## src/wdsfs_map.svh

```systemverilog
// Purpose: constants for the watchdog and supply fault supervisor.
// Assumes: 100 MHz system clock; pin levels pre-decoded to three-level codes.
// Notes: periods are in milliseconds and are turned into cycles in the logic.
//
// Functional notes
// Strap on select pin fixes pin or serial control; floating means serial.
// Watchdog waits in normal mode for the first trigger before timing.
// Watchdog runs only in normal mode; stopped in standby and sleep.
// Limp-home output is off in sleep and standby.
// Error count reaching trigger level turns limp-home output on.
// Error counter up on each failure, down on correct trigger, floor zero.
// Default and under pin control every error pulses watchdog reset low.
// Serial control may move reset threshold to fifth or ninth failure.
// Error counter starts at four and is readable as a four-bit field.
// Interrupt output pulses low on every wrong trigger.
// Under pin control the three-level window pin picks window length.
// Window splits evenly into a closed half then an open half.
// Both trigger edges count, after a glitch-rejection filter.
// Host toggles trigger once per service; a pulse counts twice.
// Serial control bit picks window or time-out watchdog.
// Period in ms comes from timer and prescaler codes; some reserved.
// Time-out mode accepts a trigger anytime before expiry.
// Regulator undervoltage pulls supply reset low; persisting means sleep.
// Pin control: undervoltage timer restarts, then enable pin picks mode.
// Serial control: persisting undervoltage goes failsafe if enabled, else sleep.
// Pin control: overvoltage forces sleep, rechecks enable every 250 ms.
// Serial control: overvoltage goes failsafe if enabled, else sleep.
// Failsafe turns limp-home on; entered only when enabled.
// Mode field codes: standby 00, sleep 01, normal 10, 11 reserved.
// Closed-half trigger is wrong; no trigger by open-half end is missed.
// Window timing restarts from zero after each trigger or error.
`ifndef WDSFS_MAP_SVH
`define WDSFS_MAP_SVH

// ==========================================================
// timing
`define WDSFS_CLK_NS 10
`define WDSFS_NS_PER_MS 1000000
`define WDSFS_INACT_MS 250
`define WDSFS_PERIOD_W 15

// ==========================================================
// error counter and thresholds
`define WDSFS_ERR_START 4'h4
`define WDSFS_ERR_MAX 4'hF
`define WDSFS_ERR_MIN 4'h0
`define WDSFS_THR_FIVE 4'h5
`define WDSFS_THR_NINE 4'h9
`define WDSFS_THR_SEL_EVERY 2'h0
`define WDSFS_THR_SEL_FIVE 2'h1
`define WDSFS_THR_SEL_NINE 2'h2

// ==========================================================
// mode field codes and three-level pin codes
`define WDSFS_MODE_STANDBY 2'h0
`define WDSFS_MODE_SLEEP 2'h1
`define WDSFS_MODE_NORMAL 2'h2
`define WDSFS_MODE_RSVD 2'h3
`define WDSFS_TRI_LOW 2'h0
`define WDSFS_TRI_HIGH 2'h1
`define WDSFS_TRI_OPEN 2'h2

// ==========================================================
// pin-control window lengths in ms
`define WDSFS_PIN_WIN_LOW_MS 15'h0100
`define WDSFS_PIN_WIN_HIGH_MS 15'h0040
`define WDSFS_PIN_WIN_OPEN_MS 15'h0400

// ==========================================================
// conditioned input bus bit positions
`define WDSFS_IN_SEL 0
`define WDSFS_IN_WIN 2
`define WDSFS_IN_TRIG 4
`define WDSFS_IN_EN 5
`define WDSFS_IN_UV 6
`define WDSFS_IN_OV 7
`define WDSFS_IN_W 8

// ==========================================================
// period table, entry {timer,prescaler} at that index, zero means reserved
`define WDSFS_PERIOD_MS_TABLE { \
  15'h0000, 15'h0000, 15'h0000, 15'h0000, \
  15'h0000, 15'h0000, 15'h4F10, 15'h2800, \
  15'h2000, 15'h1800, 15'h1000, 15'h0800, \
  15'h0800, 15'h0600, 15'h0400, 15'h0200, \
  15'h0300, 15'h0200, 15'h0180, 15'h0100, \
  15'h0200, 15'h0180, 15'h0100, 15'h0080, \
  15'h0080, 15'h0060, 15'h0040, 15'h0020, \
  15'h0010, 15'h000C, 15'h0008, 15'h0004 }

`endif

```

## src/wdsfs_pkg.sv

```systemverilog
// Purpose: shared types of the watchdog and supply fault supervisor.
// Assumes: nothing beyond SystemVerilog packages.
// Notes: state encodings are left to the tools.
package wdsfs_pkg;
  // three-level pin code, see the map header for values
  typedef logic [1:0] wdsfs_tri_t;
  // device operating modes
  typedef enum {DEV_PWRUP, DEV_STANDBY, DEV_SLEEP, DEV_NORMAL, DEV_FAILSAFE} wdsfs_mode_t;
  // watchdog timer states
  typedef enum {WD_IDLE, WD_RUN} wdsfs_wd_t;
endpackage : wdsfs_pkg

```

## src/wdsfs_top.sv

```systemverilog
// Purpose: watchdog supervisor with regulator fault mode handling.
// Assumes: serial register fields arrive as same-clock ports; pins are async.
// Notes: strap and enable pin are read once the input filter has settled.
`timescale 1ns/1ps
`include "wdsfs_map.svh"
module wdsfs_top #(
  parameter int CYCLES_PER_MS = `WDSFS_NS_PER_MS / `WDSFS_CLK_NS,
  parameter int INACT_CYCLES = `WDSFS_INACT_MS * CYCLES_PER_MS,
  parameter int GLITCH_CYCLES = 8,
  parameter int PULSE_CYCLES = 16
) (
  input wire logic sys_clk,
  input wire logic rst,
  input wire wdsfs_pkg::wdsfs_tri_t controlSelectOrChipSelect,
  input wire wdsfs_pkg::wdsfs_tri_t windowLengthSelectPin,
  input wire logic watchdogTriggerIn,
  input wire logic enablePin,
  input wire logic regulatorUndervoltage,
  input wire logic regulatorOvervoltage,
  input wire logic [1:0] spiModeField,
  input wire logic spiModeWrite,
  input wire logic failsafeEnable,
  input wire logic timeoutModeSelect,
  input wire logic [1:0] periodPrescalerField,
  input wire logic [2:0] periodCodeField,
  input wire logic [1:0] resetThresholdSelect,
  input wire logic wakeEvent,
  output logic supplyResetOutN,
  output logic watchdogResetOutN,
  output logic interruptOutN,
  output logic limpOut,
  output logic [1:0] modeField,
  output logic failsafeActive,
  output logic spiControlActive,
  output logic [3:0] errorCount,
  output logic periodReserved
);
  import wdsfs_pkg::*;

  localparam int SETTLE_CYCLES = GLITCH_CYCLES + 8;
  localparam logic [32*`WDSFS_PERIOD_W-1:0] PERIOD_TABLE = `WDSFS_PERIOD_MS_TABLE;

  // ==========================================================
  // input conditioning
  logic [`WDSFS_IN_W-1:0] pinLvl;
  logic [`WDSFS_IN_W-1:0] pinEdge;

  // both edges filtered
  wdsfs_deglitch #(
    .WIDTH(`WDSFS_IN_W),
    .FILT_CYCLES(GLITCH_CYCLES)
  ) u_deglitch (
    .sys_clk(sys_clk),
    .rst(rst),
    .rawIn({regulatorOvervoltage, regulatorUndervoltage, enablePin, watchdogTriggerIn,
      windowLengthSelectPin, controlSelectOrChipSelect}),
    .level(pinLvl),
    .edgePulse(pinEdge)
  );

  logic [1:0] selLvl;
  logic [1:0] winLvl;
  logic trigEdge;
  logic enLvl;
  logic uvLvl;
  logic ovLvl;

  // a toggle gives one edge, a pulse gives two and so two services
  assign selLvl = pinLvl[`WDSFS_IN_SEL +: 2];
  assign winLvl = pinLvl[`WDSFS_IN_WIN +: 2];
  assign trigEdge = pinEdge[`WDSFS_IN_TRIG];
  assign enLvl = pinLvl[`WDSFS_IN_EN];
  assign uvLvl = pinLvl[`WDSFS_IN_UV];
  assign ovLvl = pinLvl[`WDSFS_IN_OV];

  // ==========================================================
  // device mode state
  wdsfs_mode_t modeState;
  wdsfs_mode_t next_modeState;
  logic spiCtl;
  logic next_spiCtl;
  logic [31:0] settleCnt;
  logic [31:0] next_settleCnt;
  logic [31:0] inactCnt;
  logic [31:0] next_inactCnt;
  logic inactDone;
  logic inactRun;

  assign inactDone = (inactCnt == 32'(INACT_CYCLES - 1));

  // mode transitions; faults take priority over normal pin or serial requests
  always_comb begin
    next_modeState = modeState;
    next_spiCtl = spiCtl;
    next_settleCnt = settleCnt;
    next_inactCnt = 32'h0;
    inactRun = 1'h0;
    case (modeState)
      DEV_PWRUP: begin
        next_settleCnt = settleCnt + 32'h1;
        if (settleCnt == 32'(SETTLE_CYCLES - 1)) begin
          // strap capture
          next_spiCtl = (selLvl == `WDSFS_TRI_OPEN);
          next_modeState = enLvl ? DEV_NORMAL : DEV_STANDBY;
        end
      end
      default: begin
        // inactivity timer wraps, so it restarts after each expiry
        inactRun = uvLvl || (ovLvl && !spiCtl && modeState == DEV_SLEEP);
        if (inactRun && !inactDone) begin
          next_inactCnt = inactCnt + 32'h1;
        end
        if (spiCtl && failsafeEnable && (ovLvl || (uvLvl && inactDone))) begin
          // failsafe entry
          next_modeState = DEV_FAILSAFE;
        end else if (spiCtl && ovLvl && modeState != DEV_FAILSAFE) begin
          // overvoltage to sleep
          next_modeState = DEV_SLEEP;
        end else if (spiCtl && uvLvl && inactDone && modeState != DEV_FAILSAFE) begin
          // persisting undervoltage
          next_modeState = DEV_SLEEP;
        end else if (!spiCtl && ovLvl) begin
          // sleep and periodic recheck
          if (modeState != DEV_SLEEP) begin
            next_modeState = DEV_SLEEP;
            next_inactCnt = 32'h0;
          end else if (inactDone && enLvl) begin
            next_modeState = DEV_NORMAL;
          end
        end else if (!spiCtl && uvLvl && inactDone) begin
          // enable pin picks mode
          next_modeState = enLvl ? DEV_NORMAL : DEV_SLEEP;
        end else if (modeState == DEV_FAILSAFE) begin
          if (wakeEvent && !uvLvl && !ovLvl) begin
            next_modeState = DEV_STANDBY;
          end
        end else if (!spiCtl) begin
          if (modeState == DEV_NORMAL && !enLvl) begin
            next_modeState = DEV_SLEEP;
          end else if (modeState != DEV_NORMAL && enLvl) begin
            next_modeState = DEV_NORMAL;
          end else if (modeState == DEV_SLEEP && wakeEvent) begin
            next_modeState = DEV_STANDBY;
          end
        end else if (spiModeWrite) begin
          // mode field decode, reserved code ignored
          case (spiModeField)
            `WDSFS_MODE_STANDBY: next_modeState = DEV_STANDBY;
            `WDSFS_MODE_SLEEP: next_modeState = DEV_SLEEP;
            `WDSFS_MODE_NORMAL: next_modeState = DEV_NORMAL;
            default: next_modeState = modeState;
          endcase
        end else if (modeState == DEV_SLEEP && wakeEvent) begin
          next_modeState = DEV_STANDBY;
        end
      end
    endcase
  end

  always_ff @(posedge sys_clk or posedge rst) begin
    if (rst) begin
      modeState <= DEV_PWRUP;
      spiCtl <= 1'h0;
      settleCnt <= 32'h0;
      inactCnt <= 32'h0;
    end else begin
      modeState <= next_modeState;
      spiCtl <= next_spiCtl;
      settleCnt <= next_settleCnt;
      inactCnt <= next_inactCnt;
    end
  end

  // ==========================================================
  // watchdog period selection
  logic [4:0] periodIdx;
  logic [`WDSFS_PERIOD_W-1:0] spiPeriodMs;
  logic [`WDSFS_PERIOD_W-1:0] periodMs;
  logic [31:0] periodCycles;
  logic [31:0] halfCycles;
  logic timeoutMode;
  logic rsvdPeriod;

  assign periodIdx = {periodCodeField, periodPrescalerField};
  // period lookup
  assign spiPeriodMs = PERIOD_TABLE[int'(periodIdx) * `WDSFS_PERIOD_W +: `WDSFS_PERIOD_W];

  // pin window choice
  always_comb begin
    periodMs = spiPeriodMs;
    if (!spiCtl) begin
      case (winLvl)
        `WDSFS_TRI_HIGH: periodMs = `WDSFS_PIN_WIN_HIGH_MS;
        `WDSFS_TRI_LOW: periodMs = `WDSFS_PIN_WIN_LOW_MS;
        default: periodMs = `WDSFS_PIN_WIN_OPEN_MS;
      endcase
    end
  end

  // 20240 ms at 100 MHz still fits 32 bits
  assign periodCycles = 32'(periodMs * 32'(CYCLES_PER_MS));
  // closed half first
  assign halfCycles = periodCycles >> 1;
  // time-out only under serial control
  assign timeoutMode = spiCtl && timeoutModeSelect;
  assign rsvdPeriod = (periodMs == `WDSFS_PERIOD_W'(0));

  // ==========================================================
  // watchdog timer and error counter
  wdsfs_wd_t wdState;
  wdsfs_wd_t next_wdState;
  logic [31:0] winCnt;
  logic [31:0] next_winCnt;
  logic [3:0] errCnt;
  logic [3:0] next_errCnt;
  logic [3:0] incCnt;
  logic [3:0] thrVal;
  logic errEvent;
  logic wrongTrig;
  logic goodTrig;
  logic fireReset;

  // classify each trigger and window end
  always_comb begin
    next_wdState = wdState;
    next_winCnt = winCnt;
    wrongTrig = 1'h0;
    goodTrig = 1'h0;
    errEvent = 1'h0;
    if (modeState != DEV_NORMAL || rsvdPeriod) begin
      // stopped outside normal mode
      next_wdState = WD_IDLE;
      next_winCnt = 32'h0;
    end else begin
      case (wdState)
        WD_IDLE: begin
          // first trigger starts timing
          if (trigEdge) begin
            next_wdState = WD_RUN;
          end
          next_winCnt = 32'h0;
        end
        WD_RUN: begin
          if (trigEdge) begin
            // closed half only in window mode
            if (!timeoutMode && winCnt < halfCycles) begin
              wrongTrig = 1'h1;
            end else begin
              goodTrig = 1'h1;
            end
            // restart timing
            next_winCnt = 32'h0;
          end else if (winCnt == periodCycles - 32'h1) begin
            // missed window
            errEvent = 1'h1;
            next_winCnt = 32'h0;
          end else begin
            next_winCnt = winCnt + 32'h1;
          end
        end
        default: begin
          next_wdState = WD_IDLE;
          next_winCnt = 32'h0;
        end
      endcase
    end
    errEvent = errEvent || wrongTrig;
  end

  // saturating up/down count
  always_comb begin
    incCnt = (errCnt == `WDSFS_ERR_MAX) ? `WDSFS_ERR_MAX : errCnt + 4'h1;
    next_errCnt = errCnt;
    if (errEvent) begin
      next_errCnt = incCnt;
    end else if (goodTrig && errCnt != `WDSFS_ERR_MIN) begin
      next_errCnt = errCnt - 4'h1;
    end
  end

  // threshold choice
  always_comb begin
    thrVal = `WDSFS_ERR_MIN;
    if (spiCtl && resetThresholdSelect == `WDSFS_THR_SEL_FIVE) begin
      thrVal = `WDSFS_THR_FIVE;
    end else if (spiCtl && resetThresholdSelect == `WDSFS_THR_SEL_NINE) begin
      thrVal = `WDSFS_THR_NINE;
    end
    fireReset = errEvent && (incCnt >= thrVal);
  end

  always_ff @(posedge sys_clk or posedge rst) begin
    if (rst) begin
      wdState <= WD_IDLE;
      winCnt <= 32'h0;
      errCnt <= `WDSFS_ERR_START;
    end else begin
      wdState <= next_wdState;
      winCnt <= next_winCnt;
      errCnt <= next_errCnt;
    end
  end

  // ==========================================================
  // output pulses and levels
  logic [31:0] wdrCnt;
  logic [31:0] next_wdrCnt;
  logic [31:0] intCnt;
  logic [31:0] next_intCnt;
  logic next_limpOut;
  logic [1:0] next_modeField;

  // pulse stretchers so the host sees a reset or interrupt of fixed width
  always_comb begin
    next_wdrCnt = (wdrCnt != 32'h0) ? wdrCnt - 32'h1 : 32'h0;
    next_intCnt = (intCnt != 32'h0) ? intCnt - 32'h1 : 32'h0;
    if (fireReset) begin
      next_wdrCnt = 32'(PULSE_CYCLES);
    end
    // interrupt on wrong trigger
    if (wrongTrig) begin
      next_intCnt = 32'(PULSE_CYCLES);
    end
  end

  // limp latches on; only a low-power mode or power-up clears it
  always_comb begin
    next_limpOut = limpOut;
    // limp on at trigger level
    if (fireReset) begin
      next_limpOut = 1'h1;
    end
    case (modeState)
      // failsafe limp on
      DEV_FAILSAFE: next_limpOut = 1'h1;
      // limp off when idle
      DEV_SLEEP, DEV_STANDBY, DEV_PWRUP: next_limpOut = 1'h0;
      default: next_limpOut = next_limpOut;
    endcase
    case (modeState)
      DEV_SLEEP, DEV_FAILSAFE: next_modeField = `WDSFS_MODE_SLEEP;
      DEV_NORMAL: next_modeField = `WDSFS_MODE_NORMAL;
      default: next_modeField = `WDSFS_MODE_STANDBY;
    endcase
  end

  always_ff @(posedge sys_clk or posedge rst) begin
    if (rst) begin
      wdrCnt <= 32'h0;
      intCnt <= 32'h0;
      supplyResetOutN <= 1'h0;
      watchdogResetOutN <= 1'h1;
      interruptOutN <= 1'h1;
      limpOut <= 1'h0;
      modeField <= `WDSFS_MODE_STANDBY;
      failsafeActive <= 1'h0;
      spiControlActive <= 1'h0;
      errorCount <= `WDSFS_ERR_START;
      periodReserved <= 1'h0;
    end else begin
      wdrCnt <= next_wdrCnt;
      intCnt <= next_intCnt;
      // undervoltage holds supply reset
      supplyResetOutN <= !uvLvl && (modeState != DEV_PWRUP);
      watchdogResetOutN <= (next_wdrCnt == 32'h0);
      interruptOutN <= (next_intCnt == 32'h0);
      limpOut <= next_limpOut;
      modeField <= next_modeField;
      failsafeActive <= (modeState == DEV_FAILSAFE);
      spiControlActive <= spiCtl;
      errorCount <= next_errCnt;
      periodReserved <= spiCtl && rsvdPeriod;
    end
  end
endmodule : wdsfs_top

```

## src/wdsfs_deglitch.sv

```systemverilog
// Purpose: two-flop synchroniser and glitch filter with edge pulse per bit.
// Assumes: inputs are asynchronous pins.
// Notes: a level change must persist FILT_CYCLES cycles to be accepted.
`timescale 1ns/1ps
module wdsfs_deglitch #(
  parameter int WIDTH = 8,
  parameter int FILT_CYCLES = 8
) (
  input wire logic sys_clk,
  input wire logic rst,
  input wire logic [WIDTH-1:0] rawIn,
  output logic [WIDTH-1:0] level,
  output logic [WIDTH-1:0] edgePulse
);
  localparam int CW = $clog2(FILT_CYCLES + 1);

  // ==========================================================
  // per-bit conditioning
  genvar gi;
  generate
    for (gi = 0; gi < WIDTH; gi++) begin : g_bit
      logic syncA;
      logic syncB;
      logic lvl;
      logic next_lvl;
      logic edg;
      logic next_edg;
      logic [CW-1:0] cnt;
      logic [CW-1:0] next_cnt;

      // filter: only the second flop is looked at
      always_comb begin
        next_lvl = lvl;
        next_edg = 1'h0;
        next_cnt = '0;
        if (syncB != lvl) begin
          if (cnt == CW'(FILT_CYCLES - 1)) begin
            next_lvl = syncB;
            next_edg = 1'h1;
          end else begin
            next_cnt = cnt + CW'(1);
          end
        end
      end

      always_ff @(posedge sys_clk or posedge rst) begin
        if (rst) begin
          syncA <= 1'h0;
          syncB <= 1'h0;
          lvl <= 1'h0;
          edg <= 1'h0;
          cnt <= '0;
        end else begin
          syncA <= rawIn[gi];
          syncB <= syncA;
          lvl <= next_lvl;
          edg <= next_edg;
          cnt <= next_cnt;
        end
      end

      assign level[gi] = lvl;
      assign edgePulse[gi] = edg;
    end
  endgenerate
endmodule : wdsfs_deglitch

```

## config.mk

```make
export PLATFORM = sky130hd
export DESIGN_NAME = wdsfs_top
export DESIGN_NICKNAME = d
export VERILOG_FILES = /design/src/wdsfs_pkg.sv /design/src/wdsfs_top.sv /design/src/wdsfs_deglitch.sv
export VERILOG_INCLUDE_DIRS = /design/src
export SDC_FILE = /design/constraint.sdc
export NUM_CORES = 1
export LEC_CHECK = 0
export BUFFER_PORTS_ARGS = -buffer_cell sky130_fd_sc_hd__buf_2
export CAP_MARGIN = 20
export CORE_ASPECT_RATIO = 2
export CORE_MARGIN = 2
export CORE_UTILIZATION = 45
export CTS_CLUSTER_DIAMETER = 80
export DETAILED_ROUTE_END_ITERATION = 12
export SKIP_LAST_GASP = 1
export SYNTH_ARGS = -nofsm -noshare
export SYNTH_HDL_FRONTEND = slang
export SYNTH_HIERARCHICAL = 1
export SYNTH_SLANG_ARGS = --single-unit
```

## constraint.sdc

```tcl
create_clock -name sys_clk -period 6.6 [get_ports sys_clk]
set_clock_uncertainty 0.05 [all_clocks]
set_input_delay 1.32 -clock sys_clk [delete_from_list [all_inputs] [get_ports sys_clk]]
set_output_delay 1.32 -clock sys_clk [all_outputs]
set_load 0.02 [all_outputs]
```

Word level (Yosys, flattened, before mapping)
Cells that the tools add are included.
Word-level totals
  register bits after elaboration: 295
  input bits: 23
  word-level logic and storage cells: 254
Cells by class
  shift operators: 1
  reductions and logical operators: 63
  add/subtract/negate cells: 16
  muxes and demuxes: 77
  eq/ne operators: 43
  magnitude comparators: 2
  multiply operators: 2
Operators with widths (count)
  32-bit two-way mux: 33
  480-bit by 10-bit variable part select with 15-bit output (first input constant): 1
  32-bit logical NOT: 4
  32-bit by 1-bit adder with 32-bit output (second input constant): 3
  32-bit by 3-bit == test with 1-bit output (second input constant): 3
  32-bit one-hot mux with 3 select lines: 1
  32-bit nonzero test: 3
  32-bit by 1-bit subtractor with 32-bit output (second input constant): 3
  4-bit two-way mux: 21
  32-bit by 1-bit == test with 1-bit output (second input constant): 2
  32-bit by 2-bit == test with 1-bit output (second input constant): 2
  32-bit by 4-bit == test with 1-bit output (second input constant): 2
  32-bit by 3-bit != test with 1-bit output (second input constant): 2
  32-bit one-hot mux with 2 select lines: 1
  4-bit by 1-bit adder with 4-bit output (second input constant): 9
  32-bit by 25-bit == test with 1-bit output (second input constant): 1
  32-bit == test: 1
  4-bit by 3-bit == test with 1-bit output (second input constant): 8
  32-bit by 31-bit less-than comparator with 1-bit output: 1
  32-bit by 4-bit != test with 1-bit output (second input constant): 1
  1-bit logical AND: 27
  15-bit by 12-bit multiplier with 27-bit output (second input constant): 1
  11-bit one-hot mux with 2 select lines: 1
  2-bit AND reduction: 10
  other kinds (27): 63

Logic depth before layout (Yosys ltp)
  depth in word-level cells: 14
  depth in mapped cells: 37
  mapped depth without buffers: 35

Cells and area by module
The synthesis kept the hierarchy.
Modules (own cells, without submodules)
  wdsfs_top: area an instance 15184.6 um^2, instances 1, cells an instance 1707, sequential area each 5183.7 um^2
  wdsfs_deglitch: area an instance 2511.2 um^2, instances 1, cells an instance 186, sequential area each 1601.5 um^2

Worst setup path after synthesis
OpenSTA, ideal clock, no wires.
  path type: input port to flip-flop
  start point: input periodPrescalerField[0]
  end point: register wdrCnt[17]
  library setup time: 0.130 ns
  data arrival time: 8.265 ns
  slack: -1.845 ns
  cell stages on the path: 35
  required time: 6.420 ns
  cells stage by stage: inv_1 -> ha_1 -> inv_1 -> nor2_1 -> or3b_2 -> nand4_1 -> o31a_1 -> inv_1 -> ha_1 -> ha_1 -> fa_1 -> inv_1 -> fa_1 -> fa_1 -> inv_1 -> ha_1 -> a21o_1 -> a31oi_1 -> o21ai_0 -> a211oi_1 -> xnor2_1 -> inv_1 -> ha_1 -> a21o_1 -> a21o_1 -> a21oi_1 -> nor2b_1 -> o21ai_0 -> nand3_1 -> a31oi_1 -> nand3_1 -> o41a_1 -> o32ai_2 -> buf_4 -> a21oi_1
On the way
  cells in the longest elaborated chain, start to end: 13
  elaborated cells between the ends (all ways): 21
Ends and longest elaborated chain
  from (decl): RTL line wdsfs_top.sv:24  | input wire logic [1:0] periodPrescalerField,
  5-bit by 4-bit multiplier with 9-bit output (no line) *
  480-bit by 10-bit variable part select with 15-bit output *: RTL line wdsfs_top.sv:186  | assign spiPeriodMs = PERIOD_TABLE[int'(periodIdx) * `WDSFS_PERIOD_W +: `WDSFS_PERIOD_W];
  15-bit two-way mux *: RTL line wdsfs_top.sv:191  | if (!spiCtl) begin
  15-bit by 12-bit multiplier with 27-bit output: RTL line wdsfs_top.sv:201  | assign periodCycles = 32'(periodMs * 32'(CYCLES_PER_MS));
  32-bit by 1-bit subtractor with 32-bit output / 32-bit by 31-bit less-than comparator with 1-bit output (equally long branches): RTL line wdsfs_top.sv:253, wdsfs_top.sv:246
  32-bit == test / 1-bit logical AND (equally long branches): RTL line wdsfs_top.sv:253, wdsfs_top.sv:246
  1-bit two-way mux (on tied branches): RTL line wdsfs_top.sv:253, wdsfs_top.sv:246
  1-bit two-way mux: RTL line wdsfs_top.sv:244  | if (trigEdge) begin
  1-bit two-way mux: RTL line wdsfs_top.sv:235  | case (wdState)
  1-bit two-way mux: RTL line wdsfs_top.sv:230  | if (modeState != DEV_NORMAL || rsvdPeriod) begin
  1-bit logical OR *: RTL line wdsfs_top.sv:267  | errEvent = errEvent || wrongTrig;
  1-bit logical AND *: RTL line wdsfs_top.sv:289  | fireReset = errEvent && (incCnt >= thrVal);
  32-bit two-way mux *: RTL line wdsfs_top.sv:317  | if (fireReset) begin
  net next_wdrCnt[17]: RTL line wdsfs_top.sv:307  | logic [31:0] next_wdrCnt;
  to (signal assigned): RTL line wdsfs_top.sv:361  | wdrCnt <= next_wdrCnt;
  to (decl): RTL line wdsfs_top.sv:306  | logic [31:0] wdrCnt;
The timed path passes the listed nets; every way through them passes the cells marked *.
A chain may end at the register's enable or synchronous reset.

Final worst setup path
Same ends and word-level chain as after synthesis.

==> metrics.cfg <==
[sta]
tightest_slew_ps=1180
timing.final.ws_setup_ps=-863
fin_crit_sh=1.13
slew_headroom=0.208
setup_viol=103
rsz0062_at_grt=true
finalCriticalPeriod_ps=7460
finalMaxSlewViolations=0
finalSetupTns_ps=-76870
finalHoldViolCount=0
fmax_mhz=134

[route]
drt_iter0_drc=517
ant_nets=0
vias=13900
wirelength_um=40800
viasPerCell=5.25
detail_route.drc_violations=0
first_pass_iters=5
wire_per_inst_um=15.4

[power]
p_leak_uw=0.0100
power.density_nw_per_um2=326
vdd_drop_max_mv=0.205

[global_routing]
grt_max_degree=65
gr-total-overflow=0
grt_pass1_wl_um=67900
antenna_found_initial=2
grtUsageTotal=0.203
grt_pass1_vias=13800

[setup_path]
end_kind=flop
critPathKind=in2reg
critPathMostFrequentCell=ha_4
cp.arrival_ps=7840
slowest_stage=fa_1
startpoint=periodPrescalerField[0]
cp-start-kind=input port
reg2reg_from=spiCtl
crit_path_max_incr_delay_ps=510
cp.required_ps=6970
crit_fanout=8

[cts]
cts_num_sinks=264
cts_max_level=1
clock_latency_ps=550
cts_buffer_depth=3
cts-root-buf=clkbuf_16
cts_buffers=25
clk_pin_slew_ps=70
cts_tree=built

[yosys]
synthCells=1871
syn_nets=2070
synth_area_per_cell_um2=9.32
synthesis.area_um2=17400
yosys_warnings=6

[hold_path]
hp-start=u_deglitch/g_bit[0].syncA
hp-class=reg2reg

[final_layout]
n_antenna_cell=0
synthToLayoutAreaGrowth_pct=28.6
fin_nets=2312
post-route-util=0.584
layout.cells.non_filler=2650
drive_above_1_share=0.265
final_cell_area_um2=22400

[outcome]
violations=negative setup slack
run_status=finished, violations left

[placement]
dp_slack_ps=-1670
place_area_um2=19900
dp_hpwl_um=29100
port_buffers=35
place_inst=2560
finalWeightedCongestion=0.872

[flow_run]
cap_viol_max_count=0

[die]
core_area_um2=38400
start_util=0.454
die-area_um2=40400
die_height_um=282
die_x_um=143
io_pins=36
rows=102

[final timing paths]
check / endpoint / slack, ps / cells past startpoint
min reg2reg: u_deglitch/g_bit[0].syncB / 300 / 0
min: u_deglitch/g_bit[0].syncB / 300 / 0
max in group asynchronous: inactCnt[22] / 4320 / 3
min in group asynchronous: modeField[1] / 910 / 2
max: wdrCnt[17] / -860 / 38
max reg2reg: wdrCnt[17] / -420 / 32
[layout by cell type (no fill, tap or decap), types with 32 or more instances in the layout]
cell     count
a21oi_1     41
and2_1      40
buf_4      208
nand3_1     56
nor4_1      37
ha_1       115
inv_1      114
dfrtp_1    261
nor2_4      52
buf_2       32
o21ai_0     38
nor3_1      52
nor2_2      36
nand2_1    108
nand4_1     47
nor2_1     169
xnor2_1    141
xor2_1      57
[metal layers]
metal / wire, um / GRT usage / up-vias
li1: - / - / 6936
met4: 1030 / 0.0490 / 4
met1: 18800 / 0.282 / 6731
met5: 23 / 0 / -
met2: 19900 / 0.342 / 173
met3: 1130 / 0.0212 / 61
[final cells by class]
type,instances,area (um2)
Sequential cell,264,6610
Timing Repair Buffer,272,2290
Fill cell,3299,16000
Clock inverter,12,138
Clock buffer,32,692
Multi-Input combinational cell,1420,11500
Inverter,130,510
Tap cell,520,651
[critical path: cells and delay by family]
family | cells | cell delay (ps)
adders and majority gates | 8 | 2480
AOI/OAI and AO/OA | 11 | 1710
and+or+nand+nor | 10 | 1460
buffers and inverters | 9 | 840
[report_power, final]
group	switching (uW)	internal [uW]	total (uW)
Combinational	1880	1740	3620
Clock	645	827	1470
Sequential	327	1890	2220
[metrics by stage]
| step | hold slack (ps) | power, uW |
|---|---|---|
| global route | 312 | 7880 |
| global placement | 282 | 5380 |
| finish | 300 | 7310 |
| CTS | 301 | 7120 |
| floorplan | 281 | 4380 |
| detailed placement | 285 | 5420 |
[timing repair]
| action | in CTS | in global routing |
|---|---|---|
| resized for setup | 113 | 167 |
| hold buffers | 0 | 0 |
| cloned | 7 | 3 |
| pin swaps | 46 | 97 |
| buffers inserted | 28 | 12 |
| endpoints found under the setup margin | 103 | 103 |
[state kept, by name, summed over array words and instances (netlist names), 4 cells and up]
signal and cells:
u_deglitch/g_bit.syncB 8, inactCnt 32, u_deglitch/g_bit.cnt 32, wdrCnt 32, u_deglitch/g_bit.syncA 8, winCnt 32, errorCount 4, u_deglitch/g_bit.lvl 8
modeState 32, intCnt 32, settleCnt 32
(Power assumes the default switching activity.)
